## config.mk

```make
export PLATFORM = sky130hd
export DESIGN_NAME = sct_timer
export DESIGN_NICKNAME = d
export VERILOG_FILES = /design/src/sct_pkg.sv /design/src/sct_edge_sync.sv /design/src/sct_timer.sv
export SDC_FILE = /design/constraint.sdc
export NUM_CORES = 1
export LEC_CHECK = 0
export ABC_AREA = 1
export ABC_CLOCK_PERIOD_IN_PS = 1800
export BUFFER_PORTS_ARGS = -buffer_cell sky130_fd_sc_hd__clkbuf_2
export CORE_ASPECT_RATIO = 1.4
export CORE_MARGIN = 8
export CORE_UTILIZATION = 45
export CTS_BUF_LIST = sky130_fd_sc_hd__clkbuf_4
export CTS_CLUSTER_DIAMETER = 150
export DETAILED_ROUTE_END_ITERATION = 8
export GPL_TIMING_DRIVEN = 0
export MAX_ROUTING_LAYER = met4
export PLACE_DENSITY = 0.7
export SYNTH_ARGS = -nofsm -noshare
export SYNTH_HDL_FRONTEND = slang
export SYNTH_SLANG_ARGS = --single-unit
```

## constraint.sdc

```tcl
create_clock -name CLK_I -period 1.8 [get_ports CLK_I]
set_input_delay 0.27 -clock CLK_I [delete_from_list [all_inputs] [get_ports CLK_I]]
set_output_delay 0.27 -clock CLK_I [all_outputs]
set_load 0.01 [all_outputs]
```

## src/sct_pkg.sv

```systemverilog
// Constants for the split capture timer: control register map,
// field positions, reset value and clock prescale counts.
// Assumes a single system clock domain and an 8-bit special-function bus.
package sct_pkg;

  // ************************************************************
  // Register map
  // ************************************************************
  localparam logic [7:0] CTRL_PAGE = 8'h00;
  localparam logic [7:0] CTRL_ADDR = 8'h91;
  localparam logic [7:0] CTRL_RESET = 8'h00;

  // ************************************************************
  // Control register field positions
  // ************************************************************
  localparam int HIGH_FLAG_BIT = 7;
  localparam int LOW_FLAG_BIT = 6;
  localparam int LOW_IRQ_EN_BIT = 5;
  localparam int CAPTURE_EN_BIT = 4;
  localparam int SPLIT_BIT = 3;
  localparam int RUN_BIT = 2;
  localparam int ALT_SEL_MSB = 1;
  localparam int ALT_SEL_LSB = 0;

  // ************************************************************
  // Alternate clock select codes
  // ************************************************************
  localparam logic [1:0] ALT_DIV12 = 2'h0;
  localparam logic [1:0] ALT_EXT8 = 2'h1;
  localparam logic [1:0] ALT_RESERVED = 2'h2;
  localparam logic [1:0] ALT_CMP = 2'h3;

  // ************************************************************
  // Prescale counts
  // ************************************************************
  localparam int SYS_DIV = 12;
  localparam logic [3:0] SYS_DIV_LAST = 4'(SYS_DIV - 1);
  localparam int EXT_DIV = 8;
  localparam logic [2:0] EXT_DIV_LAST = 3'(EXT_DIV - 1);

  localparam logic [7:0] BYTE_MAX = 8'hff;
  localparam logic [15:0] WORD_MAX = 16'hffff;
  localparam logic [15:0] WORD_ZERO = 16'h0000;

endpackage

```

## src/sct_edge_sync.sv

```systemverilog
// Two-flop synchroniser with a rising-edge pulse.
// Assumes the input is asynchronous to CLK_I; pulse lasts one cycle.
`timescale 1ns/100ps
`default_nettype none
module sct_edge_sync
  import sct_pkg::*;
(
  // Clock and reset
  input wire logic clk_i,
  input wire logic rst_i,
  // Async level in, synchronous pulse out
  input wire logic async_i,
  output logic rise_o
);

  logic meta;
  logic stable;
  logic prev;

  // ************************************************************
  // Synchronise then detect the rising edge
  // ************************************************************
  // First flop feeds only the second one
  always_ff @(posedge clk_i)
  begin
    if (rst_i)
    begin
      meta <= 1'b0;
      stable <= 1'b0;
      prev <= 1'b0;
    end
    else
    begin
      meta <= async_i;
      stable <= meta;
      prev <= stable;
    end
  end

  // Edge seen on the settled copy only
  assign rise_o = stable & ~prev;

endmodule
`default_nettype wire

```

## src/sct_timer.sv

```systemverilog
// Split capture timer: control register, counter, reload and capture.
// Assumes synchronous bus inputs on CLK_I and asynchronous alternate sources.
// How it works
// - High byte rollover sets high overflow flag
// - 16-bit wrap sets high overflow flag
// - High flag with irq enable raises request
// - Low byte rollover always sets low flag
// - Flags cleared only by software writes
// - Low flag raises request when enabled
// - Capture enable bit selects capture mode
// - Split bit picks 16-bit or two 8-bit
// - 16-bit counting only while run bit set
// - In split, run gates high byte only
// - Both bytes share one alternate source
// - Per-byte select: system or alternate clock
// - Alternate sources synchronised before use
// - Decode alternate clock and capture trigger
// - Control at page 0, 0x91, resets zero
// - 16-bit overflow loads reload value, zero if capture enabled
// - Capture copies count, sets high flag
// - Split bytes reload from own reload byte
// - Select 1 is system clock, 0 alternate
`timescale 1ns/100ps
`default_nettype none
module sct_timer
  import sct_pkg::*;
(
  // Clock and reset
  input wire logic CLK_I,
  input wire logic RST_I,
  // Special-function register bus
  input wire logic [7:0] SFR_PAGE_I,
  input wire logic [7:0] SFR_ADDR_I,
  input wire logic SFR_WR_I,
  input wire logic SFR_RD_I,
  input wire logic [7:0] SFR_WDATA_I,
  output logic [7:0] SFR_RDATA_O,
  // Clock configuration and global interrupt enable
  input wire logic HIGH_BYTE_SYSTEM_CLOCK_SELECT_I,
  input wire logic LOW_BYTE_SYSTEM_CLOCK_SELECT_I,
  input wire logic TIMER_IRQ_ENABLE_I,
  // Alternate sources
  input wire logic EXT_OSC_I,
  input wire logic COMPARATOR1_I,
  // Reload load from software
  input wire logic RELOAD_LOAD_I,
  input wire logic [15:0] RELOAD_VALUE_I,
  // Timer state and interrupt
  output logic [15:0] COUNT_O,
  output logic [15:0] RELOAD_O,
  output logic IRQ_O
);

  logic [7:0] ctrl;
  logic [15:0] count;
  logic [15:0] reload;
  logic [3:0] div12_cnt;
  logic [2:0] ext_cnt;
  logic ext_rise;
  logic cmp_rise;
  logic div12_tick;
  logic ext8_tick;
  logic alt_tick;
  logic cap_tick;
  logic tick_low;
  logic tick_high;
  logic ctrl_wr;
  logic set_high;
  logic set_low;
  logic capture;
  logic next_irq;
  logic high_flag;
  logic low_flag;
  logic low_byte_irq_enable;
  logic capture_enable;
  logic split_mode_select;
  logic run_control;
  logic [1:0] alt_clock_select;

  assign high_flag = ctrl[HIGH_FLAG_BIT];
  assign low_flag = ctrl[LOW_FLAG_BIT];
  assign low_byte_irq_enable = ctrl[LOW_IRQ_EN_BIT];
  assign capture_enable = ctrl[CAPTURE_EN_BIT];
  assign split_mode_select = ctrl[SPLIT_BIT];
  assign run_control = ctrl[RUN_BIT];
  assign alt_clock_select = ctrl[ALT_SEL_MSB:ALT_SEL_LSB];

  // ************************************************************
  // Alternate clock sources
  // ************************************************************
  // Synchronised edges of the outside sources
  sct_edge_sync u_ext_sync (
    .clk_i(CLK_I),
    .rst_i(RST_I),
    .async_i(EXT_OSC_I),
    .rise_o(ext_rise)
  );

  sct_edge_sync u_cmp_sync (
    .clk_i(CLK_I),
    .rst_i(RST_I),
    .async_i(COMPARATOR1_I),
    .rise_o(cmp_rise)
  );

  // System clock divided by twelve
  always_ff @(posedge CLK_I)
  begin
    if (RST_I)
      div12_cnt <= 4'h0;
    else if (div12_cnt == SYS_DIV_LAST)
      div12_cnt <= 4'h0;
    else
      div12_cnt <= div12_cnt + 4'h1;
  end

  // External oscillator edges divided by eight
  always_ff @(posedge CLK_I)
  begin
    if (RST_I)
      ext_cnt <= 3'h0;
    else if (ext_rise)
      ext_cnt <= ext_cnt + 3'h1;
  end

  assign div12_tick = (div12_cnt == SYS_DIV_LAST);
  assign ext8_tick = ext_rise && (ext_cnt == EXT_DIV_LAST);

  // Source and capture trigger decode
  always_comb
  begin
    unique case (alt_clock_select)
      ALT_DIV12:
      begin
        alt_tick = div12_tick;
        cap_tick = cmp_rise;
      end
      ALT_EXT8:
      begin
        alt_tick = ext8_tick;
        cap_tick = ext8_tick;
      end
      ALT_CMP:
      begin
        alt_tick = cmp_rise;
        cap_tick = ext8_tick;
      end
      ALT_RESERVED:
      begin
        alt_tick = 1'b0;
        cap_tick = 1'b0;
      end
    endcase
  end

  // Per-byte choice; both bytes share alt_tick
  assign tick_low = LOW_BYTE_SYSTEM_CLOCK_SELECT_I ? 1'b1 : alt_tick;
  assign tick_high = HIGH_BYTE_SYSTEM_CLOCK_SELECT_I ? 1'b1 : alt_tick;

  // ************************************************************
  // Counter, reload and capture
  // ************************************************************
  // Capture is snapshot of the count on the trigger
  assign capture = capture_enable && cap_tick;

  // Overflow events
  always_comb
  begin
    set_high = capture;
    set_low = 1'b0;
    if (split_mode_select)
    begin
      set_low = tick_low && (count[7:0] == BYTE_MAX);
      set_high = set_high || (run_control && tick_high && (count[15:8] == BYTE_MAX));
    end
    else if (run_control && tick_low)
    begin
      set_low = (count[7:0] == BYTE_MAX);
      set_high = set_high || (count == WORD_MAX);
    end
  end

  // Count register
  always_ff @(posedge CLK_I)
  begin
    if (RST_I)
      count <= WORD_ZERO;
    else if (split_mode_select)
    begin
      // Low byte free-running, high byte gated by run
      if (tick_low)
        count[7:0] <= (count[7:0] == BYTE_MAX) ? reload[7:0] : count[7:0] + 8'h01;
      if (run_control && tick_high)
        count[15:8] <= (count[15:8] == BYTE_MAX) ? reload[15:8] : count[15:8] + 8'h01;
    end
    else if (run_control && tick_low)
    begin
      if (count == WORD_MAX)
        count <= capture_enable ? WORD_ZERO : reload;
      else
        count <= count + 16'h0001;
    end
  end

  // Reload register; capture wins over a software load
  always_ff @(posedge CLK_I)
  begin
    if (RST_I)
      reload <= WORD_ZERO;
    else if (capture)
      reload <= count;
    else if (RELOAD_LOAD_I)
      reload <= RELOAD_VALUE_I;
  end

  // ************************************************************
  // Control register
  // ************************************************************
  assign ctrl_wr = SFR_WR_I && (SFR_PAGE_I == CTRL_PAGE) && (SFR_ADDR_I == CTRL_ADDR);

  // Software write; hardware set wins over a clear
  always_ff @(posedge CLK_I)
  begin
    if (RST_I)
      ctrl <= CTRL_RESET;
    else
    begin
      if (ctrl_wr)
        ctrl <= SFR_WDATA_I;
      if (set_high)
        ctrl[HIGH_FLAG_BIT] <= 1'b1;
      if (set_low)
        ctrl[LOW_FLAG_BIT] <= 1'b1;
    end
  end

  // Read data, zero for other addresses
  always_ff @(posedge CLK_I)
  begin
    if (RST_I)
      SFR_RDATA_O <= 8'h00;
    else if (SFR_RD_I && (SFR_PAGE_I == CTRL_PAGE) && (SFR_ADDR_I == CTRL_ADDR))
      SFR_RDATA_O <= ctrl;
    else
      SFR_RDATA_O <= 8'h00;
  end

  // ************************************************************
  // Interrupt request
  // ************************************************************
  assign next_irq = TIMER_IRQ_ENABLE_I && (high_flag || (low_byte_irq_enable && low_flag));

  always_ff @(posedge CLK_I)
  begin
    if (RST_I)
      IRQ_O <= 1'b0;
    else
      IRQ_O <= next_irq;
  end

  assign COUNT_O = count;
  assign RELOAD_O = reload;
endmodule
`default_nettype wire

```

# Word level (Yosys, flattened, before mapping)
# Cells that the tools add are included.
[word_totals]
reg_bits = 62
output_inout_bits = 41
elab_cells = 84
[classes]
addsub = 5
n_eq_ne = 11
n_mux = 21
bitwise_logic = 5
reduce_logical = 26
[op_table]
columns = ["op", "n"]
rows = [
  ["$mux W16", 6],
  ["$mux W8", 5],
  ["$eq A8 B8 Y1 const B", 3],
  ["$add A16 B1 Y16 const B", 1],
  ["$add A8 B1 Y8 const B", 2],
  ["$eq A16 B16 Y1 const B", 1],
  ["$logic_and A1 B1 Y1", 12],
  ["$logic_not A8 Y1", 1],
  ["$mux W1", 8],
  ["$reduce_bool A2 Y1", 4],
  ["$reduce_or A2 Y1", 3],
  ["$add A4 B1 Y4 const B", 1],
  ["$eq A2 B2 Y1 const B", 2],
  ["$eq A4 B4 Y1 const B", 1],
  ["$ne A2 B1 Y1 const B", 2],
  ["$pmux W1 S4", 1],
  ["$reduce_and A2 Y1", 2],
  ["$add A3 B1 Y3 const B", 1],
  ["$eq A3 B3 Y1 const B", 1],
  ["$logic_or A1 B1 Y1", 3],
  ["$not A1 Y1", 3],
  ["$pmux W1 S3", 1],
  ["$and A1 B1 Y1", 2],
  ["$eq A2 B1 Y1 const B", 1],
  ["$logic_not A2 Y1", 1],
]

# Depth between registers and ports, before layout
[depth]
word_depth = 10
depth_mapped = 12
depth_no_buf = 12

# Modules after synthesis
# Synthesis repeated with hierarchy kept, for this count alone.
[hier_totals]
cells_unflattened = 470
area_unflattened_um2 = 3213.1
[modules_own_cells]
columns = ["mod", "instances", "cells_each", "area_per_inst_um2", "seq_area_each_um2"]
rows = [
  ["sct_timer", 1, 450, 3040.4, 1121.1],
  ["sct_edge_sync", 2, 10, 86.3, 60.1],
]

# Worst setup path after synthesis
# No wires, ideal clock.
[synth_timing]
path_kind = "reg-to-reg"
startpoint = "register count[9], in the netlist COUNT_O[9]"
endpoint = "register count[0], in the netlist COUNT_O[0]"
setup_time_ns = 0.117
arrival_ns = 1.473
t_required_ns = 1.683
path_slack_ns = 0.210
stages_incl_launch_ff = 9
synth_period_minus_slack_ns = 1.590
cell_sequence = "dfxtp_1 -> ha_1 -> nand3_1 -> nor2_2 -> nand2_2 -> nand2_2 -> nor2_1 -> nor3_1 -> nor2_1"
[synth_between]
elab_chain_len = 4
[synth_lines]
columns = ["item", "line_no", "source"]
rows = [
  ["start: declaration", "sct_timer.sv:55", "logic [15:0] count;"],
  ["start signal: assignment", "sct_timer.sv:194", "count[15:8] <= (count[15:8] == BYTE_MAX) ? reload[15:8] : count[15:8] + 8'h01;"],
  ["start signal: assignment", "sct_timer.sv:199", "count <= capture_enable ? WORD_ZERO : reload;"],
  ["start signal: assignment", "sct_timer.sv:201", "count <= count + 16'h0001;"],
  ["$eq A16 B16 Y1", "sct_timer.sv:198", "if (count == WORD_MAX)"],
  ["$mux W16", "sct_timer.sv:198", ""],
  ["$mux W16", "sct_timer.sv:196", "else if (run_control && tick_low)"],
  ["$mux W16", "sct_timer.sv:188", "else if (split_mode_select)"],
]
# No other way between the ends. The select of a mux whose other input is x is not followed.
# A chain may end at the register's enable or synchronous reset.

# Final worst setup path
[layout_timing]
startpoint = "register count[8], in the netlist COUNT_O[8]"
endpoint = "register count[0], in the netlist COUNT_O[0]"
# Same word-level chain as after synthesis.

==> out/metrics.cfg <==
[timing]
setup_viol=0
worst_slew_pin_slew_ns=0.5936
slew_violations=0
fin_tns_setup_ns=0
skew_ns=0.009712
holdWs_ns=0.03086
fin_crit_sh_pct=92.58
hold_violations=0
fmax_mhz=600.1
slew_headroom_pct=60.43
rsz0062_at_grt=true
period_needed_ns=1.666

[synth]
synth_top_area_share_pct=37.88
synth_area_leaders=dfxtp_1 38%, nand2_1 12%, nor2_1 12%, inv_1 6.2%, nand3_1 4.9%
synthesis.nets=544
yosysTopAreaCell=dfxtp_1
synthCells=489
synth_area_um2=3277
ys_seq_area_share_pct=37.88
ys_ff_latch=62
ys_warn_count=0
syn_area_per_cell_um2=6.701
ys_types=35

[pwr]
ir_drop_v=0.0003910
power.leakage_nw=1.934
power.density_nw_per_um2=646.5
power.total_mw=2.607

[final_layout]
nNetsFinal=646
drive_above_1_share_pct=23.49
final_common_cell=nand2_1
layout_common_cells=104 x nand2_1, 101 x nor2_1, 90 x clkbuf_2, 55 x dfxtp_1, 54 x inv_1
area_delta_synth_final_pct=23.06
final_core_util_pct=55.84

[place]
io_buffers=89
gp_congestion=0.8748
dp_hpwl_um=7347

[cts]
clock-root-buffer=clkbuf_4
clock-sinks=62
cts_inserted_buffers=9
clk_pin_slew_ns=0.12
hold_buffers=0
clock_latency_ns=0.41
clock_path_buffers=2
h-tree-depth=3
cts_tree=yes

[grt]
track_usage_pct=19.86
use_met2_pct=35.20
overflow=0
grt_pass1_wl_um=15630
grt_use_met3_pct=3.424
grt_pass1_vias=3504
met1_usage_pct=21.46
antenna_found_initial=0
grt_max_degree=13
busiest_layer=met2

[critical_path]
required_ns=2.12
reg2reg_depth=8
crit_arrival_ns=1.98
timing.rr.start=COUNT_O[8]$_SDFFE_PP0P_
worstSetupStartpointType=flip-flop
critPathMaxStageDelay_ns=0.41
crit_chain=ha_2, nand3_1, nor2_2, nand2_2, nand2_2, nor2_1, nor3_1, nor2_1
worstSetupPathType=reg2reg
r2r_end=COUNT_O[0]$_SDFFE_PP0P_
critPathMaxFanout=7
worst-path-buf-inv=0
cp_top_family=simple AND/OR/NAND/NOR gates
end_kind=flip-flop
crit_slowest_cell=dfxtp_4
rrSetupSlack_ns=0.13
crit_cells=8

[floorplan]
die_w_um=88.12
start_util_pct=45.37
ios=91
die_area_um2=10310
core_area_um2=7222
die_h_um=117.0
rows=37

[drt]
routed_wl_um=9456
via_per_inst=4.903
post_drt_wl_per_cell_um=13.63
first_iter_violations=152
vias=3403
detail-route-antenna-nets=0
drc=0
firstDrtPassIters=5

[min_path]
hold_path_depth=3
min_path_type=in2reg
hold_end=u_cmp_sync.meta$_SDFF_PP0_
holdCritStartpoint=COMPARATOR1_I

[run_status]
outcome=completed

[job]
cap_violations=0

per-layer routing:
metal | vias to the layer above | part of all wire (%)
li1 | 1790 | -
met1 | 1498 | 43
met2 | 102 | 49
met3 | 13 | 6.2
met4 | 0 | 1.8
met5 | - | 0
cell type report:
class,count,area (um2)
Antenna cell,1,2.502
Buffer,16,92.59
Clock buffer,9,67.56
Clock inverter,7,73.82
Fill cell,758,3189
Inverter,56,210.2
Multi-Input combinational cell,355,1747
Sequential cell,62,1257
Tap cell,97,121.4
Timing Repair Buffer,91,460.4
tightest hold or removal path, delay by kind of cell:
kind / cells / cell delay [ns]
buf+inv: 2 / 0.12
simple gates: 1 / 0.03
timing repair:
action                     CTS  global route
cloned                       0             0
setup endpoints to repair    7            23
setup buffers                0             2
pin swaps                    0             1
resized for setup            2            15
power breakdown:
part	total, mW	leakage (nW)	switching (mW)	internal (mW)
logic	0.194	1.36	0.106	0.0888
registers	1.43	0.509	0.0240	1.40
clock network	0.987	0.0662	0.563	0.424
total	2.61	1.93	0.693	1.91
synthesized netlist by cell type, drive strengths merged:
cell type,n
nand2,111
nor2,106
dfxtp,62
inv,54
nand3,35
a21oi,30
o21ai,26
a311oi,10
clkbuf,9
nand4,8
buf,7
a211oi,6
ha,5
nor3,5
xor2,5
clkinv,2
xnor2,2
a22oi,1
nand3b,1
nor3b,1
nor4,1
o211ai,1
or2,1
kinds of logic (layout without fill, tap and decap cells):
logic type,Yosys count,after routing,synth area share [%]
and+or+nand+nor,269,269,36.20
adders and majority gates,5,5,1.909
AOI/OAI and AO/OA,74,74,13.17
DFF,62,62,37.88
xor gates and xnor gates,7,7,1.871
buffers and inverters,72,179,8.973
other,0,1,0
worst max path at each step:
stage | slack [ns] | start | end
after detailed placement | -0.003 | COUNT_O[8]$_SDFFE_PP0P_ | COUNT_O[12]$_SDFFE_PP0P_
after floorplan | 0.21 | COUNT_O[9]$_SDFFE_PP0P_ | COUNT_O[0]$_SDFFE_PP0P_
after CTS | 0.03 | COUNT_O[1]$_SDFFE_PP0P_ | COUNT_O[9]$_SDFFE_PP0P_
after global routing | -0.02 | COUNT_O[8]$_SDFFE_PP0P_ | COUNT_O[0]$_SDFFE_PP0P_
after global placement | 0.02 | COUNT_O[8]$_SDFFE_PP0P_ | COUNT_O[12]$_SDFFE_PP0P_
final | 0.13 | COUNT_O[8]$_SDFFE_PP0P_ | COUNT_O[0]$_SDFFE_PP0P_
metrics by stage:
stage               std cells  area [um2]  worst slack [ns]
finish                    694        4033            0.1336
CTS                       691        3988           0.03011
detailed placement        675        3844         -0.002648
floorplan                 489        3277            0.2096
global route              693        4030          -0.02362
global placement          675        3844           0.01537
sequential cells by signal, indices dropped and copies added (netlist names):
name,count
u_cmp_sync.stable,1
IRQ_O,1
u_cmp_sync.prev,1
SFR_RDATA_O,8
ext_cnt,3
u_cmp_sync.meta,1
div12_cnt,4
COUNT_O,16
u_ext_sync.prev,1
u_ext_sync.meta,1
u_ext_sync.stable,1
ctrl,8
RELOAD_O,16
Note: power is estimated with default switching activity, not from simulation.
